==> src/bdsr_pkg.sv <==
package bdsr_pkg;

    // Register addresses of the debug register window
    localparam logic [15:0] ADDR_RSVD0 = 16'hff00;
    localparam logic [15:0] ADDR_STATUS = 16'hff01;
    localparam logic [15:0] ADDR_CCR = 16'hff06;
    localparam logic [15:0] ADDR_POSITION = 16'hff07;
    localparam logic [15:0] ADDR_LAST = 16'hff0b;

    // Status register bit positions
    localparam int BIT_ENABLE = 7;
    localparam int BIT_ACTIVE = 6;
    localparam int BIT_TAGEN = 5;
    localparam int BIT_SDV = 4;
    localparam int BIT_TRACE = 3;
    localparam int BIT_CLKSEL = 2;
    localparam int BIT_UNSECURE_BIT = 1;

    // Position register field placement
    localparam int POS_LSB = 3;
    localparam int POS_MSB = 6;

    // Reset values
    localparam logic [7:0] CCR_RESET = 8'hd0;
    localparam logic [7:0] CCR_RESET_SSC = 8'hd8;

    // Timing counts
    localparam int TAG_DELAY_CYCLES = 16;
    localparam int DEBUG_CLOCK_SELECT_DELAY_CYCLES = 150;
    localparam int CNT_W = 8;

    // Who issues a register write
    typedef enum logic [1:0] {
        SRC_HW_CMD,
        SRC_FW_CMD,
        SRC_OTHER
    } bdsr_src_t;

    // One register access from the serial command engine
    typedef struct packed {
        logic rd;
        logic wr;
        bdsr_src_t src;
        logic [15:0] addr;
        logic [7:0] wdata;
    } bdsr_req_t;

    // Command engine events
    typedef struct packed {
        logic cmdRecv;
        logic isTrace;
        logic tag_and_go_command;
        logic bgEnter;
        logic bgExit;
        logic dataDone;
    } bdsr_evt_t;

endpackage

==> src/bdsr_delay.sv <==
`timescale 1ns/1ps
`default_nettype none

// Counts a fixed number of cycles after a start pulse, then pulses done
module bdsr_delay #(
    parameter logic [7:0] COUNT = 8'h10
) (
    // Clock and reset
    input wire logic clk,
    input wire logic nrst,
    // Control
    input wire logic start,
    output logic busy,
    output logic done
);

    logic [7:0] cnt; // Remaining cycles

    // A restart reloads the count, so only the last start counts
    always_ff @(posedge clk or negedge nrst) begin
        if (!nrst) begin
            cnt <= 8'h00;
            busy <= 1'b0;
            done <= 1'b0;
        end else if (start) begin
            cnt <= COUNT - 8'h01;
            busy <= 1'b1;
            done <= 1'b0;
        end else if (busy && cnt == 8'h00) begin
            busy <= 1'b0;
            done <= 1'b1;
        end else begin
            if (busy) begin
                cnt <= cnt - 8'h01;
            end
            done <= 1'b0;
        end
    end

endmodule

`default_nettype wire

==> src/bdsr_regs.sv <==
`timescale 1ns/1ps
`default_nettype none

// Function
// - registers reached only by debug read/write commands
// - decode status and saved-CCR as read/write
// - position register read-only, bits 14:11 at 6:3
// - active flag set on entry, firmware clears
// - clock select written only by debug commands
// - enable bit gates activation by bgRequest, not by the bgEnter event; hardware commands unaffected
// - enable set in special single-chip mode when unsecured or after erase-verify
// - active flag maps the firmware table
// - tag-enable set by tag-and-go, cleared on entry
// - serial off, tagging on seventeen cycles later
// - data-valid set on data, cleared next command
// - trace set on step command, cleared otherwise
// - unsecure reads one when secured and erased in special single-chip mode
// - enable reads one when unsecured or erased in special single-chip mode
// - new debug clock active after 150 cycles
module bdsr_regs (
    // Clock and reset
    input wire logic clk,
    input wire logic nrst,
    // Register access from the serial command engine
    input wire bdsr_pkg::bdsr_req_t req,
    output logic [7:0] rdata,
    output logic rvalid,
    output logic rdHit,
    // Command engine events
    input wire bdsr_pkg::bdsr_evt_t evt,
    input wire logic bgRequest,
    // Chip state
    input wire logic specialSingleChip,
    input wire logic secured,
    input wire logic eraseVerified,
    input wire logic [3:0] blockAddr,
    input wire logic [7:0] cpuCcr,
    // Tag pins (asynchronous, active low) and low-byte strobe enable (active high)
    input wire logic lowTagInputN,
    input wire logic highTagInputN,
    input wire logic lowByteStrobeEn,
    // Status outputs
    output logic debugEnable,
    output logic debugActive,
    output logic firmwareMapped,
    output logic serialEnabled,
    output logic taggingActive,
    output logic tagLow,
    output logic tagHigh,
    output logic debugClockSelect,
    output logic clockSwitching
);

    // Register state
    logic enableBit; // Debug enable
    logic activeFlag; // Background mode active
    logic tagEnableBit; // Tagging enable
    logic sdvBit; // Shift data valid
    logic traceBit; // Single-step in progress
    logic clkSelBit; // Debug clock select
    logic unsecBit; // Unsecured indication
    logic [7:0] savedCcr; // Saved condition codes
    logic sscSeen; // Reset-time strap caught after release
    logic [1:0] tagLoSync; // Pin synchronisers
    logic [1:0] tagHiSync;
    logic [1:0] sscSync;

    // Decode
    wire bdsr_pkg::bdsr_req_t r = req;
    wire logic cmdPath = (r.src == bdsr_pkg::SRC_HW_CMD) || (r.src == bdsr_pkg::SRC_FW_CMD);
    wire logic inWindow = (r.addr >= bdsr_pkg::ADDR_RSVD0) && (r.addr <= bdsr_pkg::ADDR_LAST);
    wire logic wrStatus = r.wr && cmdPath && (r.addr == bdsr_pkg::ADDR_STATUS);
    wire logic wrCcr = r.wr && cmdPath && (r.addr == bdsr_pkg::ADDR_CCR);
    wire logic fwWrite = wrStatus && (r.src == bdsr_pkg::SRC_FW_CMD);
    wire logic canActivate = enableBit && bgRequest && !activeFlag;
    wire logic enterBg = evt.bgEnter || canActivate;
    wire logic eraseOk = eraseVerified; // Secure check passed
    wire logic tagStart = evt.tag_and_go_command || (wrStatus && r.wdata[bdsr_pkg::BIT_TAGEN]);
    wire logic tagDone;
    wire logic tagBusy;
    wire logic clkBusy;
    wire logic clkChange = wrStatus && (r.wdata[bdsr_pkg::BIT_CLKSEL] != clkSelBit);

    // Reads: enable and unsecure reflect security in special single-chip mode
    wire logic enableRead = (sscSeen && (!secured || eraseOk)) ? 1'b1 : enableBit;
    wire logic unsecRead = sscSeen ? (secured && eraseOk) : unsecBit;
    wire logic [7:0] statusRead = {enableRead, activeFlag, tagEnableBit, sdvBit, traceBit,
                                   clkSelBit, unsecRead, 1'b0};
    wire logic [7:0] positionRead = {1'b0, blockAddr, 3'b000};
    wire logic [7:0] readMux = (r.addr == bdsr_pkg::ADDR_STATUS) ? statusRead :
                               (r.addr == bdsr_pkg::ADDR_CCR) ? savedCcr :
                               (r.addr == bdsr_pkg::ADDR_POSITION) ? positionRead : 8'h00;

    // Serial system off from the tag delay end until background entry
    bdsr_delay #(.COUNT(8'(bdsr_pkg::TAG_DELAY_CYCLES))) tagDelay (
        .clk(clk),
        .nrst(nrst),
        .start(tagStart),
        .busy(tagBusy),
        .done(tagDone)
    );

    // Clock-switch settle window
    bdsr_delay #(.COUNT(8'(bdsr_pkg::DEBUG_CLOCK_SELECT_DELAY_CYCLES))) clkDelay (
        .clk(clk),
        .nrst(nrst),
        .start(clkChange),
        .busy(clkBusy),
        .done()
    );

    // Pin and strap synchronisers, two stages each
    always_ff @(posedge clk or negedge nrst) begin
        if (!nrst) begin
            tagLoSync <= 2'b11;
            tagHiSync <= 2'b11;
            sscSync <= 2'b00;
        end else begin
            tagLoSync <= {tagLoSync[0], lowTagInputN};
            tagHiSync <= {tagHiSync[0], highTagInputN};
            sscSync <= {sscSync[0], specialSingleChip};
        end
    end

    // Mode strap held stable after reset, caught from the synchronised copy
    always_ff @(posedge clk or negedge nrst) begin
        if (!nrst) begin
            sscSeen <= 1'b0;
        end else begin
            sscSeen <= sscSync[1];
        end
    end

    // Enable and active flags
    always_ff @(posedge clk or negedge nrst) begin
        if (!nrst) begin
            enableBit <= 1'b0;
            activeFlag <= 1'b0;
        end else begin
            if (sscSeen && (!secured || eraseOk)) begin
                enableBit <= 1'b1;
            end else if (wrStatus) begin
                enableBit <= r.wdata[bdsr_pkg::BIT_ENABLE];
            end
            // Entry wins over a same-cycle firmware clear
            if (enterBg) begin
                activeFlag <= 1'b1;
            end else if (fwWrite && !r.wdata[bdsr_pkg::BIT_ACTIVE]) begin
                activeFlag <= 1'b0;
            end
        end
    end

    // Tag enable, data valid, trace, clock select, unsecure
    always_ff @(posedge clk or negedge nrst) begin
        if (!nrst) begin
            tagEnableBit <= 1'b0;
            sdvBit <= 1'b0;
            traceBit <= 1'b0;
            clkSelBit <= 1'b0;
            unsecBit <= 1'b0;
        end else begin
            if (enterBg) begin
                tagEnableBit <= 1'b0;
            end else if (tagStart) begin
                tagEnableBit <= 1'b1;
            end
            // Data completion beats the clear from a new command
            if (evt.dataDone) begin
                sdvBit <= 1'b1;
            end else if (evt.cmdRecv || evt.bgExit) begin
                sdvBit <= 1'b0;
            end
            if (evt.cmdRecv) begin
                traceBit <= evt.isTrace;
            end
            if (wrStatus) begin
                clkSelBit <= r.wdata[bdsr_pkg::BIT_CLKSEL];
            end
            if (sscSeen && fwWrite) begin
                unsecBit <= r.wdata[bdsr_pkg::BIT_UNSECURE_BIT];
            end
        end
    end

    // Saved condition codes: captured on entry, writable by commands
    always_ff @(posedge clk or negedge nrst) begin
        if (!nrst) begin
            savedCcr <= bdsr_pkg::CCR_RESET;
        end else if (enterBg) begin
            savedCcr <= cpuCcr;
        end else if (wrCcr) begin
            savedCcr <= r.wdata;
        end else if (!sscSeen && sscSync[1]) begin
            savedCcr <= bdsr_pkg::CCR_RESET_SSC;
        end
    end

    // Read data and registered status outputs
    always_ff @(posedge clk or negedge nrst) begin
        if (!nrst) begin
            rdata <= 8'h00;
            rvalid <= 1'b0;
            rdHit <= 1'b0;
            debugEnable <= 1'b0;
            debugActive <= 1'b0;
            firmwareMapped <= 1'b0;
            serialEnabled <= 1'b1;
            taggingActive <= 1'b0;
            tagLow <= 1'b0;
            tagHigh <= 1'b0;
            debugClockSelect <= 1'b0;
            clockSwitching <= 1'b0;
        end else begin
            rdata <= (r.rd && cmdPath) ? readMux : 8'h00;
            rvalid <= r.rd && cmdPath;
            rdHit <= r.rd && cmdPath && inWindow;
            debugEnable <= enableRead;
            debugActive <= activeFlag;
            firmwareMapped <= activeFlag;
            if (tagDone) begin
                serialEnabled <= 1'b0;
                taggingActive <= 1'b1;
            end else if (enterBg || !tagEnableBit) begin
                serialEnabled <= !tagBusy || enterBg;
                taggingActive <= 1'b0;
            end
            tagLow <= taggingActive && lowByteStrobeEn && !tagLoSync[1];
            tagHigh <= taggingActive && !tagHiSync[1];
            debugClockSelect <= clkSelBit;
            clockSwitching <= clkBusy;
        end
    end

endmodule

`default_nettype wire

==> config.mk <==
export PLATFORM = sky130hd
export DESIGN_NAME = bdsr_regs
export DESIGN_NICKNAME = d
export VERILOG_FILES = /design/src/bdsr_pkg.sv /design/src/bdsr_delay.sv /design/src/bdsr_regs.sv
export SDC_FILE = /design/constraint.sdc
export NUM_CORES = 1
export LEC_CHECK = 0
export ABC_CLOCK_PERIOD_IN_PS = 1890
export CAP_MARGIN = 10
export CORE_ASPECT_RATIO = 0.7
export CORE_UTILIZATION = 45
export CTS_CLUSTER_DIAMETER = 50
export DETAILED_ROUTE_END_ITERATION = 6
export DONT_BUFFER_PORTS = 1
export GPL_TIMING_DRIVEN = 0
export SYNTH_ARGS = -nofsm -noshare
export SYNTH_HDL_FRONTEND = slang
export SYNTH_HIERARCHICAL = 1
export SYNTH_SLANG_ARGS = --single-unit
export TNS_END_PERCENT = 5
==> constraint.sdc <==
create_clock -name clk -period 1.89 [get_ports clk]
set_input_delay 0.567 -clock clk [delete_from_list [all_inputs] [get_ports clk]]
set_output_delay 0.567 -clock clk [all_outputs]
set_load 0.03 [all_outputs]
==> Implementation_results.wiki, run 1 <==
{| class="wikitable"
! Metric !! Value
|-
| Master of the slowest instance on the critical path || sky130_fd_sc_hd__or4b_4
|-
| Overall fraction of global-route tracks in use || 19.61%
|-
| Data arrival, critical path || 2090 ps
|-
| Setup violation total in the final timing report || 0
|-
| Clock-pin slew on the worst setup and hold paths || 70 ps
|-
| Starting Density || 47.33%
|-
| Portion of total power attributed to the clock network || 39.6%
|-
| Max-cap violations || 0
|-
| Global-route wire length before repair || 8.928 mm
|-
| Cell at the root of the clock tree || sky130_fd_sc_hd__clkbuf_8
|-
| Crit-path cells || buf_6, or4b_4, nor3_4, nand2_2, nor2_4, nor2_1, mux2_2
|-
| Hold Worst Slack || 67.13 ps
|-
| Internal cell power || 1.914 mW
|-
| Power share of the sequential group || 53.4%
|-
| TritonCTS clock tree || built
|-
| Die area || 6404 µm²
|-
| H-tree depth || 3
|-
| Num CTS Buffers || 9
|-
| Switching Fraction || 25.15%
|-
| Worst-margin pin slew || 777.4 ps
|-
| Total overflow reported by the global router || 0
|-
| Net Switching || 0.6430 mW
|-
| Routed len/inst || 17.21 µm
|-
| Fmax || 0.5371 GHz
|-
| VDD IR-drop max || 0.4835 mV
|-
| HPWL Detailed || 3.841 mm
|-
| Data required time at the worst endpoint || 2120 ps
|-
| Hold crit path type || primary input to async pin
|-
| Max-slew violation total from the final report || 0
|-
| Power density normalized to cell area || 815.1 nW/µm²
|-
| Max Buffers Root-to-Sink || 2
|-
| Startpoint types || primary input
|-
| Port Buffer Count || 0
|-
| Critical path class || primary input to flop
|-
| Detailed router's first-iteration violation count || 87
|-
| I/O Pins || 74
|-
| Setup crit end kind || flop
|-
| Clock sink count || 59
|-
| Vias in the first global route || 1,728
|-
| CP delay by family, top || simple AND/OR/NAND/NOR gates
|-
| Clock Latency Late Sink || 340 ps
|-
| Final worst-path cycle share || 98.50%
|-
| Total length of routed wires || 5.575 mm
|-
| Maximum net fanout on the critical path || 8
|-
| Synth Cell Area || 2738 µm²
|-
| Gate count of the mapped netlist || 227
|-
| Most common cell after layout, fill and taps aside || sky130_fd_sc_hd__dfrtp_1
|-
| Number of hold violations in the final report || 0
|-
| X dimension of the die || 95.23 µm
|-
| Overall die height || 67.26 µm
|-
| Synthesized Nets || 286
|-
| Syn. warnings || 6
|-
| Combinational fraction of design power || 7.0%
|-
| Layout fillers || 489
|-
| Placement Rows || 23
|-
| Final design utilization || 54.23%
|-
| RePlAce Congestion || 0.7725
|-
| Total Power || 2.557 mW
|-
| Area inside the core boundary || 5784 µm²
|-
| Pin count of the biggest net entering global routing || 52
|-
| Max-slew headroom at the worst pin || 47.77%
|-
| Post-detailed-route count of antenna-violating nets || 0
|-
| Layout cell share with drive strength beyond 1 || 28.11%
|-
| DRC Markers || 0
|-
| Largest incremental delay on the critical path || 490 ps
|-
| Antenna violations before repair || 0
|-
| RSZ-0062 raised after global routing || true
|-
| Post-route clock skew || 5.366 ps
|-
| Status || finished, final reports clean
|-
| Antenna cell count || 0
|-
| Worst path bufs/invs || 1
|-
| Most frequent cells in the layout || sky130_fd_sc_hd__dfrtp_1 (51), sky130_fd_sc_hd__nor2_1 (15), sky130_fd_sc_hd__nor2b_1 (14)
|-
| Number of nets in the layout || 303
|-
| Average cell area after synthesis || 12.06 µm²
|-
| Min cycle time layout || 1862 ps
|-
| Static Leak || 1.342 nW
|-
| DR vias/cell || 5.630
|-
| Relative area change from synthesis to final layout || 14.58%
|-
| Total number of vias || 1,824
|-
| Detailed-routing iteration count for the pre-antenna-repair pass || 4
|}
-- worst paths after layout --
check	from	to	slack [ps]	depth (start not counted)
min in group clk	highTagInputN	tagHiSync[0]	220	0
setup / recovery	req[8]	clkDelay/cnt[3]	30	7
max in group asynchronous	nrst	tagDelay/cnt[1]	1590	1
hold reg to reg	sscSync[0]	sscSync[1]	350	0
setup reg to reg	clkDelay/cnt[2]	clkDelay/cnt[7]	70	3
hold / removal	nrst	savedCcr[4]	70	0
-- flip-flops by register name, summed over array words and instances, names as in the netlist, 2 cells and up --
| register | flops |
|---|---|
| tagHiSync | 2 |
| tagDelay/cnt | 8 |
| savedCcr | 8 |
| tagLoSync | 2 |
| rdata | 8 |
| sscSync | 2 |
| clkDelay/cnt | 8 |
-- worst reg2reg max path: stages, from the launching register on --
cell                      delay (ps)
sky130_fd_sc_hd__dfrtp_1         460
sky130_fd_sc_hd__or4b_4          600
sky130_fd_sc_hd__o41a_1          380
sky130_fd_sc_hd__a211o_1         270
-- per-stage QoR --
stage,TNS (ps),cells,cell area (µm²),setup slack (ps)
after floorplan,-1705,227,2739,-165.8
after global placement,-8573,302,2833,-422.1
after detailed placement,-8446,302,2833,-414.2
after CTS,-66.77,319,3049,-37.04
after global routing,-92.84,324,3137,-40.75
final,0,324,3137,28.27
-- power groups by stage --
stage | combinational [mW] | sequential (mW) | clock, mW
2_1_floorplan | 0.123 | 1.37 | 0
3_3_place_gp | 0.143 | 1.38 | 0
3_5_place_dp | 0.143 | 1.38 | 0
4_1_cts | 0.172 | 1.36 | 1.04
5_1_grt | 0.203 | 1.37 | 1.12
6_report | 0.179 | 1.37 | 1.01
-- timing repair --
action | CTS | global route
gates resized for setup | 3 | 11
endpoints found under the setup margin | 8 | 15
pin swaps | 0 | 3
hold buffers | 1 | 0
hold endpoints to repair | 51 | 0
setup buffers | 0 | 5
-- final cells by class --
cell class | instances | area [µm²] | area share (%)
Tap cell | 75 | 93.84 | 2.992
Inverter | 9 | 33.78 | 1.077
Clock buffer | 10 | 137.6 | 4.388
Multi-Input combinational cell | 153 | 1227 | 39.13
Timing Repair Buffer | 6 | 65.06 | 2.074
Sequential cell | 59 | 1486 | 47.39
Buffer | 6 | 51.30 | 1.635
Clock inverter | 6 | 41.29 | 1.316
-- routing by layer --
layer	vias to the layer above	global-route usage, %	wire, µm
met3	4	7.770	326
met2	55	26.61	2336
met4	0	6.818	35
met5	-	0	0
met1	879	28.04	2877
li1	886	-	-
Note: power is estimated with default switching activity, not from simulation.
==> inputs of run 2 (changes only) <==
Settings changed: HOLD_SLACK_MARGIN set to 0.08, SLEW_MARGIN set to 40.
==> run 2 against run 1 <==
The run now ends with hold timing left. Sequential power hardly changed. Largest cell class unchanged. Sequential share of layout area is 0.42 points higher. Via count is 0.16% lower. Clock skew is 0.67 ps higher.
==> Implementation_results.wiki, run 2 (synthesis gave the netlist of run 1 again) <==
{| class="wikitable"
! Metric !! Value
|-
| Status || finished, violations left (was finished, final reports clean)
|-
| Violations in the final reports || hold timing
|-
| Max Buffers Root-to-Sink || 2 (unchanged)
|-
| Hold Worst Slack || -80.81 ps (was 67.13 ps)
|-
| Setup slack of the worst register-to-register path || 70 ps (about the same)
|-
| Static Leak || 1.329 nW (was 1.342 nW)
|-
| Detailed-routing iteration count for the pre-antenna-repair pass || 4 (unchanged)
|-
| Max-slew violation total from the final report || 0 (unchanged)
|-
| Pin count of the biggest net entering global routing || 60 (was 52)
|-
| Die area || 6404 µm² (unchanged)
|-
| Clock sink count || 59 (unchanged)
|-
| Placement Rows || 23 (unchanged)
|-
| Final standard cell count with taps included and fillers excluded || 323 (was 324)
|-
| H-tree depth || 3 (unchanged)
|-
| Worst-margin pin slew || 769.1 ps (was 777.4 ps)
|-
| VDD IR-drop max || 0.4807 mV (was 0.4835 mV)
|-
| Port Buffer Count || 0 (unchanged)
|-
| Post-route clock skew || 6.032 ps (was 5.366 ps)
|-
| Layout cell share with drive strength beyond 1 || 27.82% (was 28.11%)
|-
| Routed len/inst || 16.86 µm (was 17.21 µm)
|-
| HPWL Detailed || 3.841 mm (unchanged)
|-
| Fmax || 0.5346 GHz (was 0.5371 GHz)
|-
| Setup violation total in the final timing report || 0 (unchanged)
|-
| Max-cap violations || 0 (unchanged)
|-
| Startpoint types || primary input (unchanged)
|-
| Final worst-path cycle share || 98.97% (was 98.50%)
|-
| End of the worst register-to-register path || clkDelay/cnt[7] (unchanged)
|-
| Number of nets in the layout || 302 (was 303)
|-
| Beginning of the worst register-to-register path || clkDelay/cnt[2] (unchanged)
|-
| Vias in the first global route || 1,711 (was 1,728)
|-
| Number of hold violations in the final report || 51 (was 0)
|-
| I/O Pins || 74 (unchanged)
|-
| Hold crit path type || primary input to async pin (unchanged)
|-
| Max-slew headroom at the worst pin || 48.33% (was 47.77%)
|-
| DR vias/cell || 5.638 (was 5.630)
|-
| Min cycle time layout || 1870 ps (was 1862 ps)
|-
| Combinational fraction of design power || 6.0% (was 7.0%)
|-
| Total number of vias || 1,821 (was 1,824)
|-
| Setup crit end kind || flop (unchanged)
|-
| Num CTS Buffers || 9 (unchanged)
|-
| X dimension of the die || 95.23 µm (unchanged)
|-
| Data arrival, critical path || 2100 ps (was 2090 ps)
|-
| Maximum net fanout on the critical path || 8 (unchanged)
|-
| Critical path class || primary input to flop (unchanged)
|-
| Antenna cell count || 0 (unchanged)
|-
| TritonCTS clock tree || built (unchanged)
|-
| Net Switching || 0.6200 mW (was 0.6430 mW)
|-
| Most frequent cells in the layout || sky130_fd_sc_hd__dfrtp_1 (51), sky130_fd_sc_hd__nor2_1 (15), sky130_fd_sc_hd__nor2b_1 (14) (unchanged)
|-
| Starting Density || 47.33% (unchanged)
|-
| Overall fraction of global-route tracks in use || 19.14% (was 19.61%)
|-
| Most common cell after layout, fill and taps aside || sky130_fd_sc_hd__dfrtp_1 (unchanged)
|-
| Portion of total power attributed to the clock network || 39.9% (was 39.6%)
|-
| Relative area change from synthesis to final layout || 13.57% (was 14.58%)
|-
| DRC Markers || 0 (unchanged)
|-
| Clock Latency Late Sink || 340 ps (about the same)
|-
| Total length of routed wires || 5.447 mm (was 5.575 mm)
|-
| Cell depth of the worst flop-to-flop path || 3 (unchanged)
|-
| Internal cell power || 1.908 mW (was 1.914 mW)
|-
| Power share of the sequential group || 54.0% (was 53.4%)
|-
| Cell at the root of the clock tree || sky130_fd_sc_hd__clkbuf_8 (unchanged)
|-
| Area inside the core boundary || 5784 µm² (unchanged)
|-
| Final design utilization || 53.75% (was 54.23%)
|-
| Antenna violations before repair || 0 (unchanged)
|-
| Data required time at the worst endpoint || 2120 ps (about the same)
|-
| Detailed router's first-iteration violation count || 87 (unchanged)
|-
| Total overflow reported by the global router || 0 (unchanged)
|-
| Post-detailed-route count of antenna-violating nets || 0 (unchanged)
|-
| Power density normalized to cell area || 813.0 nW/µm² (was 815.1 nW/µm²)
|-
| Number of placed cells counting well taps || 302 (unchanged)
|-
| Global-route wire length before repair || 8.749 mm (was 8.928 mm)
|-
| Switching Fraction || 24.53% (was 25.15%)
|-
| RePlAce Congestion || 0.7725 (unchanged)
|-
| RSZ-0062 raised after global routing || true (unchanged)
|-
| Clock-pin slew on the worst setup and hold paths || 70 ps (about the same)
|-
| Overall die height || 67.26 µm (unchanged)
|}
[run 2: cell count changes in the layout (fill, tap and decap cells not counted), sizes merged]
cell / previous run / this run
buf: 11 / 10
[run 2: power by group through the flow]
stage               Combinational [mW]  Clock, mW  Sequential, mW
floorplan                        0.123          0            1.37
finish                           0.153       1.01            1.37
CTS                              0.144       1.04            1.36
global route                     0.171       1.12            1.37
global placement                 0.143          0            1.38
detailed placement               0.143          0            1.38
[run 2: cell type report]
cell class | instances | area, µm²
clock buffers | 10 | 137.6
plain buffers | 6 | 51.30
multi-input cells | 153 | 1227
well taps | 75 | 93.84
repair buffers | 5 | 37.54
clock inverters | 6 | 41.29
inverters | 9 | 33.78
fillers | 491 | 2675
flip-flops and latches | 59 | 1486
[run 2: metrics by stage]
stage	setup slack [ps]	cell area [µm²]	power (mW)	hold WS (ps)	TNS, ps
CTS	-37.04	3022	2.550	-99.70	-66.77
floorplan	-165.8	2739	1.496	271.4	-1705
global placement	-422.1	2833	1.526	272.5	-8573
finish	19.56	3109	2.528	-80.81	0
global route	-40.75	3109	2.658	-108.2	-92.84
detailed placement	-414.2	2833	1.527	272.9	-8446
[run 2: worst max-delay path by stage]
stage               slack [ps]         endpoint  startpoint
global route               -40  clkDelay/cnt[3]      req[8]
floorplan                 -170  clkDelay/cnt[0]      req[8]
global placement          -420    tagDelay/done      req[8]
detailed placement        -410  clkDelay/cnt[0]      req[8]
finish                      20  clkDelay/cnt[3]      req[8]
CTS                        -40    tagDelay/done      req[8]
[run 2: per-layer routing]
metal | vias up | part of all wire (%) | global-route usage, %
met3 | 4 | 6.3 | 7.995
met2 | 51 | 42 | 26.25
met5 | - | 0 | 0
li1 | 888 | - | -
met4 | 0 | 0.64 | 6.818
met1 | 878 | 51 | 26.82
[run 2: what timing repair did]
item / in CTS / in global routing
resized for setup: 3 / 11
pin swaps: 0 / 3
setup endpoints to repair: 8 / 15
hold endpoints to repair: 59 / 59
buffers inserted: 0 / 5
[run 2: critical path, stage by stage]
cell and delay (ps):
sky130_fd_sc_hd__buf_6 120, sky130_fd_sc_hd__or4b_4 490, sky130_fd_sc_hd__nor3_4 320, sky130_fd_sc_hd__nand2_2 140, sky130_fd_sc_hd__nor2_4 150, sky130_fd_sc_hd__nor2_1 50
sky130_fd_sc_hd__mux2_2 260
==> inputs of run 3 (changes only) <==
Settings changed: CORE_ASPECT_RATIO 0.7 to unset, REMOVE_ABC_BUFFERS set to 1.
==> run 3 against run 2 <==
The flow finishes with violations (hold timing, setup timing). Clock skew grew 6.7 ps. Worst setup slack got worse by 60 ps. First-iteration DRC count decreased by 30%. Largest power group unchanged.
==> Implementation_results.wiki, run 3 (synthesis gave the netlist of run 1 again) <==
{| class="wikitable"
! Metric !! Value
|-
| Status || finished, violations left (unchanged)
|-
| Violations in the final reports || hold timing, setup timing (was hold timing)
|-
| Number of placed cells counting well taps || 296 (was 302)
|-
| Vias in the first global route || 1,695 (was 1,711)
|-
| Clock-pin slew on the worst setup and hold paths || 70 ps (about the same)
|-
| Clock Latency Late Sink || 340 ps (about the same)
|-
| RSZ-0062 raised after global routing || true (unchanged)
|-
| TritonCTS clock tree || built (unchanged)
|-
| Number of hold violations in the final report || 51 (unchanged)
|-
| Total number of vias || 1,785 (was 1,821)
|-
| X dimension of the die || 80.00 µm (was 95.23 µm)
|-
| Total Power || 2.729 mW (was 2.528 mW)
|-
| Smallest setup slack after layout || -40.73 ps (was 19.56 ps)
|-
| Relative area change from synthesis to final layout || 10.74% (was 13.57%)
|-
| Antenna cell count || 0 (unchanged)
|-
| Port Buffer Count || 0 (unchanged)
|-
| Hold Worst Slack || -82.52 ps (was -80.81 ps)
|-
| Placed standard-cell area || 2793 µm² (was 2833 µm²)
|-
| Area inside the core boundary || 5886 µm² (was 5784 µm²)
|-
| Global-route wire length before repair || 8.549 mm (was 8.749 mm)
|-
| Overall die height || 80.00 µm (was 67.26 µm)
|-
| Routed len/inst || 17.16 µm (was 16.86 µm)
|-
| Post-route clock skew || 12.72 ps (was 6.032 ps)
|-
| Clock sink count || 59 (unchanged)
|-
| Placement Rows || 28 (was 23)
|-
| Antenna violations before repair || 0 (unchanged)
|-
| Detailed router's first-iteration violation count || 61 (was 87)
|-
| Setup violation total in the final timing report || 1 (was 0)
|-
| Starting Density || 46.51% (was 47.33%)
|-
| Detailed-routing iteration count for the pre-antenna-repair pass || 4 (unchanged)
|-
| Max Buffers Root-to-Sink || 2 (unchanged)
|-
| Setup crit end kind || flop (unchanged)
|-
| Fmax || 0.5179 GHz (was 0.5346 GHz)
|-
| Data arrival, critical path || 2160 ps (was 2100 ps)
|-
| VDD IR-drop max || 0.3819 mV (was 0.4807 mV)
|-
| RePlAce Congestion || 0.7090 (was 0.7725)
|-
| Maximum net fanout on the critical path || 11 (was 8)
|-
| Setup slack of the worst register-to-register path || 90 ps (was 70 ps)
|-
| Most frequent cells in the layout || sky130_fd_sc_hd__dfrtp_1 (51), sky130_fd_sc_hd__nor2b_1 (14), sky130_fd_sc_hd__nor2_1 (14) (was sky130_fd_sc_hd__dfrtp_1 (51), sky130_fd_sc_hd__nor2_1 (15), sky130_fd_sc_hd__nor2b_1 (14))
|-
| Hold crit path type || primary input to async pin (unchanged)
|-
| Post-detailed-route count of antenna-violating nets || 0 (unchanged)
|-
| Cell depth of the worst flop-to-flop path || 5 (was 3)
|-
| Num CTS Buffers || 9 (unchanged)
|-
| Pin count of the biggest net entering global routing || 60 (unchanged)
|-
| DRC Markers || 0 (unchanged)
|-
| Number of nets in the layout || 291 (was 302)
|-
| Die area || 6399 µm² (was 6404 µm²)
|-
| Layout cell share with drive strength beyond 1 || 23.21% (was 27.82%)
|-
| Worst-margin pin slew || 802.5 ps (was 769.1 ps)
|-
| Overall fraction of global-route tracks in use || 18.52% (was 19.14%)
|-
| Max-slew violation total from the final report || 0 (unchanged)
|-
| Launch point of the worst path || req[9] (was req[8])
|-
| Static Leak || 1.288 nW (was 1.329 nW)
|-
| Final design area excluding fillers || 3032 µm² (was 3109 µm²)
|-
| Most common cell after layout, fill and taps aside || sky130_fd_sc_hd__dfrtp_1 (unchanged)
|-
| DR vias/cell || 5.721 (was 5.638)
|-
| Max-slew headroom at the worst pin || 46.09% (was 48.33%)
|-
| Max-cap violations || 0 (unchanged)
|-
| Total overflow reported by the global router || 0 (unchanged)
|-
| Cell at the root of the clock tree || sky130_fd_sc_hd__clkbuf_8 (unchanged)
|-
| Min cycle time layout || 1931 ps (was 1870 ps)
|-
| Layout fillers || 530 (was 491)
|-
| Power density normalized to cell area || 900.3 nW/µm² (was 813.0 nW/µm²)
|-
| Critical path class || primary input to flop (unchanged)
|-
| H-tree depth || 3 (unchanged)
|-
| End of the worst register-to-register path || clkDelay/cnt[3] (was clkDelay/cnt[7])
|-
| Total length of routed wires || 5.355 mm (was 5.447 mm)
|-
| HPWL Detailed || 3.725 mm (was 3.841 mm)
|-
| Final worst-path cycle share || 102.2% (was 98.97%)
|-
| Startpoint types || primary input (unchanged)
|-
| I/O Pins || 74 (unchanged)
|-
| Final standard cell count with taps included and fillers excluded || 312 (was 323)
|-
| Final setup TNS || -40.73 ps (was 0 ps)
|-
| Data required time at the worst endpoint || 2120 ps (about the same)
|-
| Beginning of the worst register-to-register path || clkDelay/cnt[0] (was clkDelay/cnt[2])
|}
[run 3: cell types whose count changed in the layout (fill, tap and decap cells not counted), sizes merged]
cell,previous run,this run
buf,10,0
bufinv,0,2
clkinvlp,3,1
clkinv,3,2
[run 3: layout make-up]
| type | instances | area (µm²) | area share (%) |
|---|---|---|---|
| clock buffers | 11 | 131.4 | 4.333 |
| flip-flops and latches | 59 | 1486 | 49.03 |
| inverters | 9 | 33.78 | 1.114 |
| clock inverters | 5 | 77.57 | 2.559 |
| well taps | 75 | 93.84 | 3.095 |
| multi-input cells | 153 | 1209 | 39.87 |
[run 3: worst max-delay path, cell delays in order]
cell and delay, ps:
sky130_fd_sc_hd__or4b_4 540, sky130_fd_sc_hd__nor3_4 290, sky130_fd_sc_hd__nand2_2 160, sky130_fd_sc_hd__nor2_4 250
sky130_fd_sc_hd__nor2b_1 80, sky130_fd_sc_hd__mux2_2 260
[run 3: timing repair]
action,CTS,global route
pin swaps,1,0
buffers inserted,0,0
gates resized for setup,4,2
setup endpoints to repair,14,5
endpoints found under the hold margin,59,59
[run 3: power by group]
part	total [mW]	switching (mW)	internal, mW
Sequential	1.36	0.0430	1.32
Clock	1.23	0.490	0.738
Combinational	0.139	0.0656	0.0738
Total	2.73	0.598	2.13
[run 3: per-layer routing]
layer,share of wire (%),vias to the layer above,wire length (µm),GRT usage (%)
li1,-,860,-,-
met1,48,877,2579,25.11
met2,46,37,2446,27.01
met3,4.0,11,212,4.800
met4,2.2,0,116,9.643
met5,0,-,0,0
[run 3: worst max path at each step]
| stage | to | slack [ps] | cells after the start |
|---|---|---|---|
| floorplan | clkDelay/cnt[3] | -400 | 6 |
| global placement | clkDelay/cnt[3] | -720 | 6 |
| detailed placement | clkDelay/cnt[3] | -730 | 6 |
| CTS | tagDelay/cnt[7] | -50 | 5 |
| global route | clkDelay/cnt[3] | -120 | 6 |
| finish | clkDelay/cnt[3] | -40 | 6 |
[run 3: metrics by stage]
| stage | utilization [%] | worst slack [ps] |
|---|---|---|
| floorplan | - | -396.0 |
| CTS | 51.28 | -54.31 |
| global route | 51.51 | -122.0 |
| finish | 51.51 | -40.73 |
| detailed placement | 47.45 | -734.5 |
| global placement | 47.45 | -719.2 |
